===== src/common/fps_map.svh =====
// register offsets, field positions, reset values and timing counts
`ifndef FPS_MAP_SVH
`define FPS_MAP_SVH

// software register offsets (byte addresses)
`define FPS_OFF_CTRL    5'h00
`define FPS_OFF_ADDR    5'h04
`define FPS_OFF_WDATA   5'h08
`define FPS_OFF_RDATA   5'h0c
`define FPS_OFF_CFG     5'h10
`define FPS_OFF_STATUS  5'h14
`define FPS_OFF_ISTAT   5'h18
`define FPS_OFF_IMASK   5'h1c

// control register fields
`define FPS_CTRL_GO     0
`define FPS_CTRL_CMD_LO 1
`define FPS_CTRL_CMD_HI 3

// command codes
`define FPS_CMD_WRITE      3'h0
`define FPS_CMD_WRITE_LAST 3'h1
`define FPS_CMD_READ       3'h2
`define FPS_CMD_POLL_TOG   3'h3
`define FPS_CMD_POLL_DATA  3'h4
`define FPS_CMD_PROTECT    3'h5

// configuration register fields
`define FPS_CFG_CE_STROBE  0
`define FPS_CFG_TOG_CE     1
`define FPS_CFG_UNPROTECT  2
`define FPS_CFG_TEMP_UNPR  3
`define FPS_CFG_W          4
`define FPS_CFG_RESET      4'h0

// event bits of interrupt status and mask
`define FPS_EV_DONE     0
`define FPS_EV_TIMEOUT  1
`define FPS_EV_SUSPEND  2
`define FPS_EV_W        3

// status bit positions inside the flash data word
`define FPS_DQ_SUSP_TOG 2
`define FPS_DQ_TOGGLE   6
`define FPS_DQ_POLL     7

// protect-select address bit positions
`define FPS_A_PROT_SEL  6
`define FPS_A_BIT_ONE   1
`define FPS_A_BIT_ZERO  0

// timing in printed units and derived cycle counts
`define FPS_CLK_NS      50
`define FPS_T_BUSY_NS   90
`define FPS_T_ACC_NS    120
`define FPS_T_RSP_US    4
`define FPS_BUSY_CYC ((`FPS_T_BUSY_NS + `FPS_CLK_NS - 1) / `FPS_CLK_NS)
`define FPS_ACC_CYC  ((`FPS_T_ACC_NS + `FPS_CLK_NS - 1) / `FPS_CLK_NS)
`define FPS_RSP_CYC  ((`FPS_T_RSP_US * 1000 + `FPS_CLK_NS - 1) / `FPS_CLK_NS)
`define FPS_TMR_W       8

`endif


===== src/common/fps_pkg.sv =====
// types shared by the flash host controller
package fps_pkg;

  // controller sequencer states
  typedef enum logic [3:0] {
    ST_IDLE,
    ST_START,
    ST_WR_STB,
    ST_WR_HOLD,
    ST_WR_END,
    ST_BUSY_DLY,
    ST_BUSY_WAIT,
    ST_RD_WAIT,
    ST_RD_END
  } fps_state_e;

endpackage


===== src/fps_tmr.sv =====
// down counter used for pin phase and wait timing
`timescale 1ns/10ps
`include "fps_map.svh"

module fps_tmr #(
  parameter int W = `FPS_TMR_W
) (
  // clock and reset
  input  logic         sys_clk,
  input  logic         rst,
  // load and status
  input  logic         load,
  input  logic [W-1:0] val,
  output logic         done
);

  typedef struct packed {
    logic [W-1:0] cnt;
  } fps_tmr_s;

  fps_tmr_s s_r;
  fps_tmr_s s_nxt;

  // load or count toward zero
  always_comb
  begin
    s_nxt = s_r;
    if (load)
    begin
      s_nxt.cnt = val;
    end
    else if (s_r.cnt != '0)
    begin
      s_nxt.cnt = s_r.cnt - W'(1);
    end
  end

  // state register
  always_ff @(posedge sys_clk)
  begin
    if (rst)
    begin
      s_r <= '0;
    end
    else
    begin
      s_r <= s_nxt;
    end
  end

  // expired when zero
  assign done = (s_r.cnt == '0);

endmodule


===== src/fps_host_ctrl.sv =====
// host controller that writes, programs and polls a parallel flash
`timescale 1ns/10ps
`include "fps_map.svh"

// Function
// - wait 90 ns before sampling ready/busy
// - next read may start right at ready
// - status reads toggle via chip or output enable
// - protect: select line low, bit1 high, bit0 low
// - unprotect: select line high, bit1 high, bit0 low
// - elevated reset held 4 us before writes
module fps_host_ctrl #(
  parameter int          ADDR_W   = 19,
  parameter int          DATA_W   = 16,
  parameter logic [15:0] POLL_MAX = 16'hffff
) (
  // clock and reset
  input  logic              sys_clk,
  input  logic              rst,
  // software register port
  input  logic [4:0]        reg_addr,
  input  logic [31:0]       reg_wdata,
  input  logic              reg_wr,
  input  logic              reg_rd,
  output logic [31:0]       reg_rdata,
  output logic              irq,
  // flash pins
  output logic [ADDR_W-1:0] flash_addr,
  output logic [DATA_W-1:0] flash_dq_out,
  output logic              flash_dq_oe,
  input  logic [DATA_W-1:0] flash_dq_in,
  output logic              flash_ce_n,
  output logic              flash_oe_n,
  output logic              flash_we_n,
  output logic              flash_reset_hv,
  input  logic              ready_busy_n
);

  typedef struct packed {
    fps_pkg::fps_state_e     state;
    logic [2:0]              cmd;
    logic [ADDR_W-1:0]       addr;
    logic [DATA_W-1:0]       wdata;
    logic [DATA_W-1:0]       rdat;
    logic [DATA_W-1:0]       prev;
    logic                    have_prev;
    logic                    final_rd;
    logic [15:0]             polls;
    logic [`FPS_CFG_W-1:0]   cfg;
    logic [`FPS_EV_W-1:0]    istat;
    logic [`FPS_EV_W-1:0]    imask;
    logic                    irq;
    logic [31:0]             rd_data;
    logic [ADDR_W-1:0]       pin_addr;
    logic                    dq_oe;
    logic                    ce_n;
    logic                    oe_n;
    logic                    we_n;
  } fps_ctrl_s;

  fps_ctrl_s s_r;
  fps_ctrl_s s_nxt;

  logic                  tmr_load;
  logic [`FPS_TMR_W-1:0] tmr_val;
  logic                  tmr_done;
  logic                  rsp_load;
  logic                  rsp_done;
  logic                  rsp_ok;
  logic                  busy;
  logic                  is_write;
  logic [ADDR_W-1:0]     prot_addr;

  // pin phase, busy delay timer
  fps_tmr #(.W(`FPS_TMR_W)) u_phase_tmr (
    .sys_clk (sys_clk),
    .rst     (rst),
    .load    (tmr_load),
    .val     (tmr_val),
    .done    (tmr_done)
  );

  // elevated reset setup timer
  fps_tmr #(.W(`FPS_TMR_W)) u_rsp_tmr (
    .sys_clk (sys_clk),
    .rst     (rst),
    .load    (rsp_load),
    .val     (`FPS_TMR_W'(`FPS_RSP_CYC)),
    .done    (rsp_done)
  );

  // derived conditions
  assign busy     = (s_r.state != fps_pkg::ST_IDLE);
  assign is_write = (s_r.cmd == `FPS_CMD_WRITE) ||
                    (s_r.cmd == `FPS_CMD_WRITE_LAST) ||
                    (s_r.cmd == `FPS_CMD_PROTECT);
  // temp unprotect: writes wait out the setup time
  assign rsp_ok   = !s_r.cfg[`FPS_CFG_TEMP_UNPR] || rsp_done;
  // timer restarts when elevated reset is switched on
  assign rsp_load = reg_wr && (reg_addr == `FPS_OFF_CFG) &&
                    reg_wdata[`FPS_CFG_TEMP_UNPR] &&
                    !s_r.cfg[`FPS_CFG_TEMP_UNPR];

  // protect or unprotect address selection
  always_comb
  begin
    prot_addr = s_r.addr;
    prot_addr[`FPS_A_PROT_SEL] = s_r.cfg[`FPS_CFG_UNPROTECT];
    prot_addr[`FPS_A_BIT_ONE]  = 1'b1;
    prot_addr[`FPS_A_BIT_ZERO] = 1'b0;
  end

  // register port, sequencer and events
  always_comb
  begin
    s_nxt    = s_r;
    tmr_load = 1'b0;
    tmr_val  = '0;
    s_nxt.rd_data = '0;

    // register writes
    if (reg_wr)
    begin
      case (reg_addr)
        `FPS_OFF_CTRL:
        begin
          if (reg_wdata[`FPS_CTRL_GO] && !busy)
          begin
            s_nxt.cmd   = reg_wdata[`FPS_CTRL_CMD_HI:`FPS_CTRL_CMD_LO];
            s_nxt.state = fps_pkg::ST_START;
          end
        end
        `FPS_OFF_ADDR:  s_nxt.addr  = reg_wdata[ADDR_W-1:0];
        `FPS_OFF_WDATA: s_nxt.wdata = reg_wdata[DATA_W-1:0];
        `FPS_OFF_CFG:   s_nxt.cfg   = reg_wdata[`FPS_CFG_W-1:0];
        `FPS_OFF_IMASK: s_nxt.imask = reg_wdata[`FPS_EV_W-1:0];
        default:        s_nxt.cfg   = s_r.cfg;
      endcase
    end

    // register reads, data in the next cycle
    if (reg_rd)
    begin
      case (reg_addr)
        `FPS_OFF_CTRL:   s_nxt.rd_data = {28'h0, s_r.cmd, busy};
        `FPS_OFF_ADDR:   s_nxt.rd_data = 32'(s_r.addr);
        `FPS_OFF_WDATA:  s_nxt.rd_data = 32'(s_r.wdata);
        `FPS_OFF_RDATA:  s_nxt.rd_data = 32'(s_r.rdat);
        `FPS_OFF_CFG:    s_nxt.rd_data = 32'(s_r.cfg);
        `FPS_OFF_STATUS:
          s_nxt.rd_data = {29'h0, rsp_ok, ready_busy_n, busy};
        `FPS_OFF_ISTAT:
        begin
          s_nxt.rd_data = 32'(s_r.istat);
          s_nxt.istat   = '0;   // read clears, events below win
        end
        `FPS_OFF_IMASK:  s_nxt.rd_data = 32'(s_r.imask);
        default:         s_nxt.rd_data = '0;
      endcase
    end

    // sequencer
    case (s_r.state)
      fps_pkg::ST_IDLE:
      begin
        s_nxt.ce_n  = 1'b1;
        s_nxt.oe_n  = 1'b1;
        s_nxt.we_n  = 1'b1;
        s_nxt.dq_oe = 1'b0;
      end
      fps_pkg::ST_START:
      begin
        if (is_write)
        begin
          if (rsp_ok)
          begin
            s_nxt.pin_addr = (s_r.cmd == `FPS_CMD_PROTECT) ?
                             prot_addr : s_r.addr;
            s_nxt.dq_oe    = 1'b1;
            s_nxt.oe_n     = 1'b1;
            // setup phase holds the non-strobing line low
            if (s_r.cfg[`FPS_CFG_CE_STROBE])
            begin
              s_nxt.we_n = 1'b0;
            end
            else
            begin
              s_nxt.ce_n = 1'b0;
            end
            s_nxt.state = fps_pkg::ST_WR_STB;
          end
        end
        else
        begin
          // any address serves for toggle polling
          s_nxt.pin_addr  = s_r.addr;
          s_nxt.ce_n      = 1'b0;
          s_nxt.oe_n      = 1'b0;
          s_nxt.have_prev = 1'b0;
          s_nxt.final_rd  = (s_r.cmd == `FPS_CMD_READ);
          s_nxt.polls     = '0;
          tmr_load        = 1'b1;
          tmr_val         = `FPS_TMR_W'(`FPS_ACC_CYC);
          s_nxt.state     = fps_pkg::ST_RD_WAIT;
        end
      end
      fps_pkg::ST_WR_STB:
      begin
        // one strobe cycle on the chosen line
        if (s_r.cfg[`FPS_CFG_CE_STROBE])
        begin
          s_nxt.ce_n = 1'b0;
        end
        else
        begin
          s_nxt.we_n = 1'b0;
        end
        s_nxt.state = fps_pkg::ST_WR_HOLD;
      end
      fps_pkg::ST_WR_HOLD:
      begin
        // rising strobe latches data, data still driven
        s_nxt.ce_n  = 1'b1;
        s_nxt.we_n  = 1'b1;
        s_nxt.state = fps_pkg::ST_WR_END;
      end
      fps_pkg::ST_WR_END:
      begin
        s_nxt.dq_oe = 1'b0;
        if (s_r.cmd == `FPS_CMD_WRITE_LAST)
        begin
          tmr_load    = 1'b1;
          tmr_val     = `FPS_TMR_W'(`FPS_BUSY_CYC);
          s_nxt.state = fps_pkg::ST_BUSY_DLY;
        end
        else
        begin
          s_nxt.state = fps_pkg::ST_IDLE;
          s_nxt.istat[`FPS_EV_DONE] = 1'b1;
        end
      end
      fps_pkg::ST_BUSY_DLY:
      begin
        // ready/busy not trusted until the delay ran out
        if (tmr_done)
        begin
          s_nxt.state = fps_pkg::ST_BUSY_WAIT;
        end
      end
      fps_pkg::ST_BUSY_WAIT:
      begin
        // ready ends the command, next read may follow at once
        if (ready_busy_n)
        begin
          s_nxt.state = fps_pkg::ST_IDLE;
          s_nxt.istat[`FPS_EV_DONE] = 1'b1;
        end
      end
      fps_pkg::ST_RD_WAIT:
      begin
        if (tmr_done)
        begin
          s_nxt.rdat      = flash_dq_in;
          s_nxt.prev      = flash_dq_in;
          s_nxt.have_prev = 1'b1;
          s_nxt.polls     = s_r.polls + 16'h0001;
          if (s_r.final_rd)
          begin
            // true array data after the operation finished
            s_nxt.ce_n  = 1'b1;
            s_nxt.oe_n  = 1'b1;
            s_nxt.state = fps_pkg::ST_IDLE;
            s_nxt.istat[`FPS_EV_DONE] = 1'b1;
          end
          else
          begin
            // release only the line used to toggle status
            if (s_r.cfg[`FPS_CFG_TOG_CE])
            begin
              s_nxt.ce_n = 1'b1;
            end
            else
            begin
              s_nxt.oe_n = 1'b1;
            end
            s_nxt.state = fps_pkg::ST_RD_END;
            if (s_r.cmd == `FPS_CMD_POLL_DATA)
            begin
              // complement seen while busy, true value at end
              if (flash_dq_in[`FPS_DQ_POLL] ==
                  s_r.wdata[`FPS_DQ_POLL])
              begin
                s_nxt.final_rd = 1'b1;
              end
            end
            else if (s_r.have_prev)
            begin
              if (flash_dq_in[`FPS_DQ_TOGGLE] ==
                  s_r.prev[`FPS_DQ_TOGGLE])
              begin
                s_nxt.final_rd = 1'b1;
              end
              // suspended sector reported when this bit moves
              if (flash_dq_in[`FPS_DQ_SUSP_TOG] !=
                  s_r.prev[`FPS_DQ_SUSP_TOG])
              begin
                s_nxt.istat[`FPS_EV_SUSPEND] = 1'b1;
              end
            end
            if (s_r.polls == POLL_MAX)
            begin
              s_nxt.ce_n  = 1'b1;
              s_nxt.oe_n  = 1'b1;
              s_nxt.state = fps_pkg::ST_IDLE;
              s_nxt.istat[`FPS_EV_TIMEOUT] = 1'b1;
            end
          end
        end
      end
      fps_pkg::ST_RD_END:
      begin
        // next status read, lowering the toggle line again
        if (s_r.cfg[`FPS_CFG_TOG_CE])
        begin
          s_nxt.ce_n = 1'b0;
        end
        else
        begin
          s_nxt.oe_n = 1'b0;
        end
        tmr_load    = 1'b1;
        tmr_val     = `FPS_TMR_W'(`FPS_ACC_CYC);
        s_nxt.state = fps_pkg::ST_RD_WAIT;
      end
      default:
      begin
        s_nxt.state = fps_pkg::ST_IDLE;
      end
    endcase

    // level interrupt from unmasked sticky bits
    s_nxt.irq = |(s_nxt.istat & s_nxt.imask);
  end

  // state register
  always_ff @(posedge sys_clk)
  begin
    if (rst)
    begin
      s_r       <= '0;
      s_r.state <= fps_pkg::ST_IDLE;
      s_r.cfg   <= `FPS_CFG_RESET;
      s_r.ce_n  <= 1'b1;
      s_r.oe_n  <= 1'b1;
      s_r.we_n  <= 1'b1;
    end
    else
    begin
      s_r <= s_nxt;
    end
  end

  // outputs straight from the state register
  assign reg_rdata      = s_r.rd_data;
  assign irq            = s_r.irq;
  assign flash_addr     = s_r.pin_addr;
  assign flash_dq_out   = s_r.wdata;
  assign flash_dq_oe    = s_r.dq_oe;
  assign flash_ce_n     = s_r.ce_n;
  assign flash_oe_n     = s_r.oe_n;
  assign flash_we_n     = s_r.we_n;
  assign flash_reset_hv = s_r.cfg[`FPS_CFG_TEMP_UNPR];

endmodule


===== config.mk =====
export PLATFORM = sky130hd
export DESIGN_NAME = fps_host_ctrl
export DESIGN_NICKNAME = d
export VERILOG_FILES = /design/src/common/fps_pkg.sv /design/src/fps_tmr.sv /design/src/fps_host_ctrl.sv
export VERILOG_INCLUDE_DIRS = /design/src /design/src/common
export SDC_FILE = /design/constraint.sdc
export NUM_CORES = 1
export LEC_CHECK = 0
export BUFFER_PORTS_ARGS = -buffer_cell sky130_fd_sc_hd__buf_2
export CAP_MARGIN = 20
export CORE_ASPECT_RATIO = 1.4
export CORE_MARGIN = 8
export CORE_UTILIZATION = 50
export CTS_CLUSTER_SIZE = 25
export DETAILED_ROUTE_END_ITERATION = 8
export GPL_TIMING_DRIVEN = 0
export PLACE_DENSITY = 0.85
export SYNTH_ARGS = -nofsm -noshare
export SYNTH_HDL_FRONTEND = slang
export SYNTH_SLANG_ARGS = --single-unit

===== constraint.sdc =====
create_clock -name sys_clk -period 2.08 [get_ports sys_clk]
set_clock_uncertainty 0.2 [all_clocks]
set_input_delay 0.104 -clock sys_clk [delete_from_list [all_inputs] [get_ports sys_clk]]
set_output_delay 0.104 -clock sys_clk [all_outputs]
set_load 0.005 [all_outputs]

==> results.md, run 1 <==
- Critical Path Fanout Max: 5
- Leading area contributor after synthesis: dfxtp_1
- Minimum clock period: ~2.3 ns
- Detailed Route WL: 22,400 um
- Rel. slew slack: approximately half
- Seq/Total Area, Yosys: 43.8%
- Most instantiated cells after synthesis: 189 x nand2_1, 145 x dfxtp_1, 105 x a21oi_1
- Clk Tree Root Cell: clkbuf_16
- Synth Warn #: 0
- Largest net degree at the start of global routing: 17
- Gr ovfl total: 0
- Final nets: around 1,100
- Final Max Tran Viols: 0
- Drt pass-1 iters: 6
- CP startpoint kind: flip-flop
- Peak VDD IR: between 0.8 and 0.9 mV
- Unrepaired setup endpoints after global routing: yes
- Hold Crit Class: primary input to flip-flop
- Hpwl dp: 14,300 um
- Worst path required time: about 2.2 ns
- P per Cell Area: roughly 1000 nW/um2
- # setup viols final: 7
- Critical path arrival: 2.39 ns
- Fin. Hold Viols: 0
- Drt drc: 0
- Area growth syn-to-layout: 36.7%
- Tot Pwr: 9.16 mW
- CP endpoint kind: flip-flop
- Synth cell types: 64
- IO Port Bufs: 104
- # fillers: just under 1,000
- Number of synthesized register bits: between 100 and 150
- Clock-pin slew on the worst setup and hold paths: 0.06 ns
- Row cnt: 50
- Initial Utilization: 50.3%
- Drt first-iter violations: 538
- Post-synth EDFFs: 0
- Total track usage: 24.4%
- TritonCTS buffer count: 17
- Highest clock rate: approximately 440 MHz
- DR WL/cell: roughly 18 um
- Area contributors post-synth: dfxtp_1 44%, nand2_1 11%, a21oi_1 7.9%
- H-tree depth: 4
- Layout cells sized above 1: between 30 and 40%
- Period Utilization, post-route: 110%
- Global-route wire length before repair: 33,800 um
- Die W: approximately 110 um
- Vias per cell: 5.51
- Die ar.: approximately 17,000 um2
- Gpl congestion: 0.956
- Final WS setup: -0.208 ns
- Syn avg cell area: 7.98 um2
- Max Buffers Root-to-Sink: 2
- CTS sink cnt: ~150
- Mapped cell area: between 6000 and 7000 um2
- Skew-Pair Late Insertion Delay: ~0.42 ns
- Setup CP Type: flip-flop to flip-flop
- Pin slew with the least headroom to its limit: around 0.77 ns
- WHS: roughly 0.048 ns
- # IOs: 131
- Share of the synthesized area in the top cell type: about 44%
- Asr flop ratio synth: 0%
- CTS tree: done
- Leakage: between 3 and 4 nW
- Core ar.: 13,200 um2
- Via count: 6,799
- Initial antenna violation count: 3
- Die H: roughly 150 um
- Run status: finished with violations
- Post-route ant nets: 0
- Vias in the first global route: 6,801
- Ys flop type: dfxtp_1
- Gate Count Post-Synth: between 800 and 900
- Failing checks: setup timing
- Most frequent cell after synthesis: nand2_1
- Pre-CTS setup slack: -0.553 ns
- Maxcap violations: 0
[layer usage]
layer | vias to the layer above | routed length (um) | track usage (%)
li1 | 3176 | - | -
met1 | 3189 | 7870 | 24.2
met2 | 350 | 11700 | 43.7
met3 | 82 | 1690 | 5.83
met4 | 2 | 1100 | 16.4
met5 | - | 12 | 0
[logic make-up (layout without fill, tap and decap cells)]
logic type | count (synthesis) | in the layout | synth area share, %
buffers and inverters | 116 | 321 | 10.4
DFF | 145 | 145 | 43.8
other | 1 | 16 | 0.0565
adders and majority gates | 5 | 5 | 0.943
xor gates and xnor gates | 23 | 23 | 3.04
and+or+nand+nor | 357 | 357 | 24.4
muxes | 9 | 9 | 1.40
AOI/OAI and AO/OA | 175 | 175 | 16.0
[power breakdown]
| group | switching [mW] | internal, mW |
|---|---|---|
| combinational | 1.38 | 1.45 |
| clock | 1.31 | 1.80 |
| sequential | 0.235 | 2.99 |
[what timing repair did]
action | in CTS | in global routing
resized for setup | 53 | 63
cloned | 0 | 1
endpoints found under the hold margin | 74 | 0
setup buffers | 17 | 17
setup endpoints to repair | 70 | 81
pin swaps | 12 | 26
hold buffers | 39 | 0
[area by class of cell]
| type | count | area, um2 | area share [%] |
|---|---|---|---|
| Multi-Input combinational cell | 582 | 3390 | 37.4 |
| Sequential cell | 145 | 2920 | 32.2 |
| Timing Repair Buffer | 177 | 1190 | 13.1 |
| Buffer | 104 | 706 | 7.78 |
| Clock buffer | 17 | 425 | 4.69 |
| Tap cell | 182 | 228 | 2.51 |
| Clock inverter | 15 | 171 | 1.89 |
| Inverter | 8 | 30.0 | 0.331 |
| Antenna cell | 3 | 7.51 | 0.0828 |
[worst max-delay path, cell delays in order (launching register included)]
cell and delay [ns]:
dfxtp_1 0.39, and3_1 0.25, and4_4 0.28, and3_4 0.20, o22ai_1 0.13, or3_1 0.40
a221o_1 0.31
[path summary, 6_finish.rpt]
check / from / to / slack [ns] / cells after the start
hold reg to reg: s_r[97]$_SDFFE_PP0P_ / reg_rdata[13]$_SDFF_PP0_ / 0.25 / 2
hold / removal: rst / s_r[56]$_SDFF_PP0_ / 0.05 / 3
setup reg to reg: s_r[75]$_SDFFE_PP0P_ / flash_ce_n$_SDFFE_PP1P_ / -0.21 / 6
setup / recovery: s_r[75]$_SDFFE_PP0P_ / flash_ce_n$_SDFFE_PP1P_ / -0.21 / 6
[cells in the final DEF (no fill, tap or decap), types with 10 or more instances in the layout]
cell / Yosys / layout
nand2_1: 189 / 184
dfxtp_1: 145 / 133
buf_2: 5 / 107
a21oi_1: 105 / 102
buf_4: 67 / 100
nor2_1: 63 / 60
dlygate4sd3_1: 0 / 39
clkbuf_1: 35 / 22
nand3_1: 21 / 20
a22oi_1: 18 / 18
clkbuf_16: 0 / 17
nor3_1: 16 / 13
conb_1: 1 / 13
xnor2_1: 13 / 12
xor2_1: 10 / 10
dfxtp_2: 0 / 10
[flip-flops by register name (all words and copies together), names as in the netlist]
| register | count |
|---|---|
| flash_dq_out | 16 |
| irq | 1 |
| reg_rdata | 19 |
| flash_addr | 19 |
| flash_dq_oe | 1 |
| prot_addr | 17 |
| flash_we_n | 1 |
| u_rsp_tmr.s_r | 8 |
| u_phase_tmr.s_r | 8 |
| flash_ce_n | 1 |
| flash_reset_hv | 1 |
| s_r | 52 |
| flash_oe_n | 1 |
[through the flow]
step / util [%] / cell area [um2] / setup TNS [ns] / std cells
final: 68.7 / 9070 / -0.654 / 1233
after floorplan: - / 6710 / -0.121 / 843
after CTS: 66.3 / 8750 / -1.41 / 1214
after detailed placement: 56.5 / 7450 / -29.86 / 1129
after global routing: 68.7 / 9070 / -1.23 / 1233
after global placement: 56.5 / 7450 / -29.61 / 1129
Power figures use the tool's default switching activity.
==> inputs of run 2 (changes only) <==
--- a/config.mk
+++ b/config.mk
@@ -6,6 +6,7 @@
 export SDC_FILE = /design/constraint.sdc
 export NUM_CORES = 1
 export LEC_CHECK = 0
+export ABC_AREA = 1
 export BUFFER_PORTS_ARGS = -buffer_cell sky130_fd_sc_hd__buf_2
 export CAP_MARGIN = 20
 export CORE_ASPECT_RATIO = 1.4
==> run 2 against run 1 <==
Against the previous run:
- the flow finishes with violations (hold timing)
- global-route usage shrank 0.26 points
- via count grew 5.6%
- combinational power shrank 50%
- clock power shrank 2%
- setup slack gained 0.27 ns
- critical path depth grew 3
==> results.md, run 2 <==
- Area growth syn-to-layout: 27.0%
- Met3 wire length: ~1600 um
- Post-synth EDFFs: 0
- Top sig layer: met4
- Gpl congestion: roughly 1
- R2R Setup Slk: ~0.11 ns
- Synth cell types: between 40 and 50
- Post-route ant nets: 0
- Layout cells sized above 1: 22.9%
- Worst path bufs/invs: 4
- Layout Cells excl Fill: between 1,000 and 1,500
- CTS sink cnt: 145
- Via count: a little over 7,000
- Largest Register: s_r
- Max reg flops: 52
- Ys flop type: dfxtp_1
- Die H: roughly 160 um
- Failing checks: hold timing
- Most instantiated cells after synthesis: 174 x nand2_1, 145 x dfxtp_1, 111 x nor2_1
- Peak VDD IR: 0.554 mV
- Leading area contributor after synthesis: dfxtp_1
- Maxcap violations: 0
- Share of the synthesized area in the top cell type: about two fifths
- Mux contribution to synthesized area: 0%
- Global-route wire length before repair: around 34,000 um
- Number of synthesized register bits: 145
- WHS Endpoint: reg_rdata[3]$_SDFF_PP0_
- # fillers: around 1,100
- Synth Area in Adders: 0.891%
- Total track usage: 24.1%
- # setup viols final: 0
- Most common cell after layout, fill and taps aside: nand2_1
- Pre-CTS setup slack: -0.0150 ns
- R2R Path Start: u_rsp_tmr.s_r[0]$_SDFFE_PP0P_
- Die W: 116 um
- Crit path cell chain: dlygate4sd3_1, buf_2, nor2_2, nand3_4, inv_2, nand2_1, clkbuf_1, o21ai_0, a21oi_1
- Worst R2R Path Depth: 10
- Initial Utilization: between 50 and 60%
- Critical Path Fanout Max: 10
- Rel. slew slack: around half
- CP endpoint kind: flip-flop
- R2R Path End: flash_addr[1]$_SDFFE_PP0P_
- Metal2 WL: about 11,000 um
- TritonCTS buffer count: 17
- Fin. Hold Viols: 2
- Complex-gate fraction of the synthesized area: between 10% and 20%
- Main combinational cell family by area after synthesis: simple AND/OR/NAND/NOR gates
- Max incr delay on CP: between 0.5 and 0.6 ns
- Placed insts: 1,266
- Post-synthesis simple-gate area fraction: approximately 25%
- Slowest CP cell: dlygate4sd3_1
- Clk Tree Root Cell: clkbuf_16
- Largest net degree at the start of global routing: 17
- Max Buffers Root-to-Sink: 2
- Asr flop ratio synth: 0%
- Period Utilization, post-route: between 90% and 100%
- P per Cell Area: 843 nW/um2
- Mapped cell area: ~7000 um2
- Final WS setup: between 0.06 and 0.07 ns
- WHS: -0.00711 ns
- Initial antenna violation count: 0
- Final Max Tran Viols: 0
- Seq/Total Area, Yosys: 41.4%
- CTS tree: done
- CP startpoint kind: primary input
- Worst path top cell family by delay: buffers and inverters
- Most frequent cells in the layout: 174 x nand2_1, 144 x dfxtp_1, 110 x inv_1, 110 x nor2_1, 110 x buf_2
- M1 wire length: about 7700 um
- Hold path depth: 6
- Ant diodes: 0
- H-tree depth: 4
- Vias per cell: ~5.3
- Syn avg cell area: 7.25 um2
- # IOs: roughly 130
- Clock-pin slew on the worst setup and hold paths: approximately 0.070 ns
- Detailed Route WL: around 22,000 um
- Drt first-iter violations: 470
- Critical path arrival: 2.11 ns
- Die ar.: around 18,000 um2
- Core ar.: about 14,000 um2
- Row cnt: between 50 and 60
- Drt pass-1 iters: 7
- IO Port Bufs: roughly 100
- Hpwl dp: roughly 15,000 um
- Final nets: between 1,000 and 1,500
- Drt drc: 0
- Vias in the first global route: 7,017
- Setup CP Type: primary input to flip-flop
- Synth Area in XOR/XNOR: 0.624%
- Area contributors post-synth: dfxtp_1 41%, nand2_1 9.3%, buf_4 7.4%
- Skew-Pair Late Insertion Delay: between 0.4 and 0.5 ns
- Gr ovfl total: 0
- Most frequent cell after synthesis: nand2_1
- Synth Warn #: 0
- Leakage: between 3 and 4 nW
- Hold Crit Class: primary input to flip-flop
- Pin slew with the least headroom to its limit: 0.745 ns
- HP Start: reg_addr[1]
- Worst path required time: 2.18 ns
- DR WL/cell: 16.1 um
- Minimum clock period: a little over 2 ns
- Run status: finished with violations
- Highest clock rate: ~500 MHz
- Gate Count Post-Synth: 968
run 2: cell types whose count changed in the layout (fill, tap and decap cells not counted), sizes merged, moves of 11 or more:
| cell | change |
|---|---|
| inv | +116 |
| nor2 | +61 |
| o221ai | +11 |
| buf | -26 |
| o21ai | +66 |
| nand4 | +13 |
| nand3 | +28 |
| a22oi | -18 |
| a21oi | -14 |
run 2: cells by family (layout without fill, tap and decap cells):
| family | after synthesis | after routing |
|---|---|---|
| fa+ha+maj | 5 | 5 |
| buf+inv | 221 | 403 |
| simple gates | 391 | 391 |
| other cells | 1 | 13 |
| xor+xnor | 5 | 5 |
| flops | 145 | 145 |
| compound gates | 200 | 200 |
run 2: through the flow:
step / total power, mW / instance area [um2] / hold WS [ns] / util [%] / TNS, ns
6_report: 7.51 / 8910 / -0.00711 / 64.4 / 0
5_1_grt: 7.83 / 8910 / 0.0199 / 64.4 / -0.00220
4_1_cts: 7.38 / 8840 / 0.0198 / 63.8 / 0
3_5_place_dp: 4.31 / 7800 / 0.164 / 56.3 / -0.0220
3_3_place_gp: 4.28 / 7800 / 0.156 / 56.3 / 0
2_1_floorplan: 3.99 / 7060 / 0.0513 / - / 0
run 2: layout make-up:
cell class              count  area [um2]  share of cell area [%]
flip-flops and latches    145        2900                    32.6
multi-input cells         614        3040                    34.1
well taps                 185         231                    2.60
plain buffers             100         691                    7.75
clock inverters            15         163                    1.83
repair buffers            150         996                    11.2
clock buffers              17         425                    4.77
inverters                 121         462                    5.18
run 2: power by group:
part | total, mW | switching, mW | internal, mW
Clock | 3.05 | 1.35 | 1.70
Sequential | 3.03 | 0.110 | 2.92
Combinational | 1.43 | 0.843 | 0.584
Total | 7.51 | 2.30 | 5.21
run 2: what timing repair did:
action                                  4_1_cts  5_1_grt
buffers inserted                              1        4
gates resized for setup                       0        8
endpoints found under the setup margin        3       37
hold buffers                                 44        0
pin swaps                                     2        1
cloned                                        0        0
hold endpoints to repair                     68        0
run 2: worst max-delay path by stage:
| stage | end | slack (ns) | cells past startpoint | startpoint |
|---|---|---|---|---|
| after floorplan | s_r[75]$_SDFFE_PP0P_ | 0.35 | 10 | u_phase_tmr.s_r[0]$_SDFFE_PP0P_ |
| after CTS | s_r[78]$_SDFFE_PP0P_ | 0.004 | 11 | u_phase_tmr.s_r[0]$_SDFFE_PP0P_ |
| final | flash_dq_out[8]$_SDFFE_PP0P_ | 0.06 | 9 | reg_addr[2] |
| after detailed placement | s_r[78]$_SDFFE_PP0P_ | -0.01 | 11 | u_phase_tmr.s_r[0]$_SDFFE_PP0P_ |
| after global placement | flash_dq_out[15]$_SDFFE_PP0P_ | 0.02 | 6 | rst |
| after global routing | s_r[78]$_SDFFE_PP0P_ | -0.002 | 11 | u_phase_tmr.s_r[0]$_SDFFE_PP0P_ |
run 2: worst register-to-register path, cell delays in order, from the launching register on:
cell and delay [ns]:
dfxtp_1 0.32, inv_1 0.11, ha_1 0.16, nand2_1 0.11, nor2_4 0.21, nor2_4 0.08
o21ai_4 0.22, inv_4 0.10, buf_6 0.16, nor2_1 0.14, nor2_1 0.06
run 2: routing by layer:
layer | global-route usage (%) | vias to the layer above
met5 | 0 | -
met4 | 17.2 | 0
met3 | 4.61 | 98
met2 | 42.8 | 346
met1 | 24.6 | 3303
li1 | - | 3434
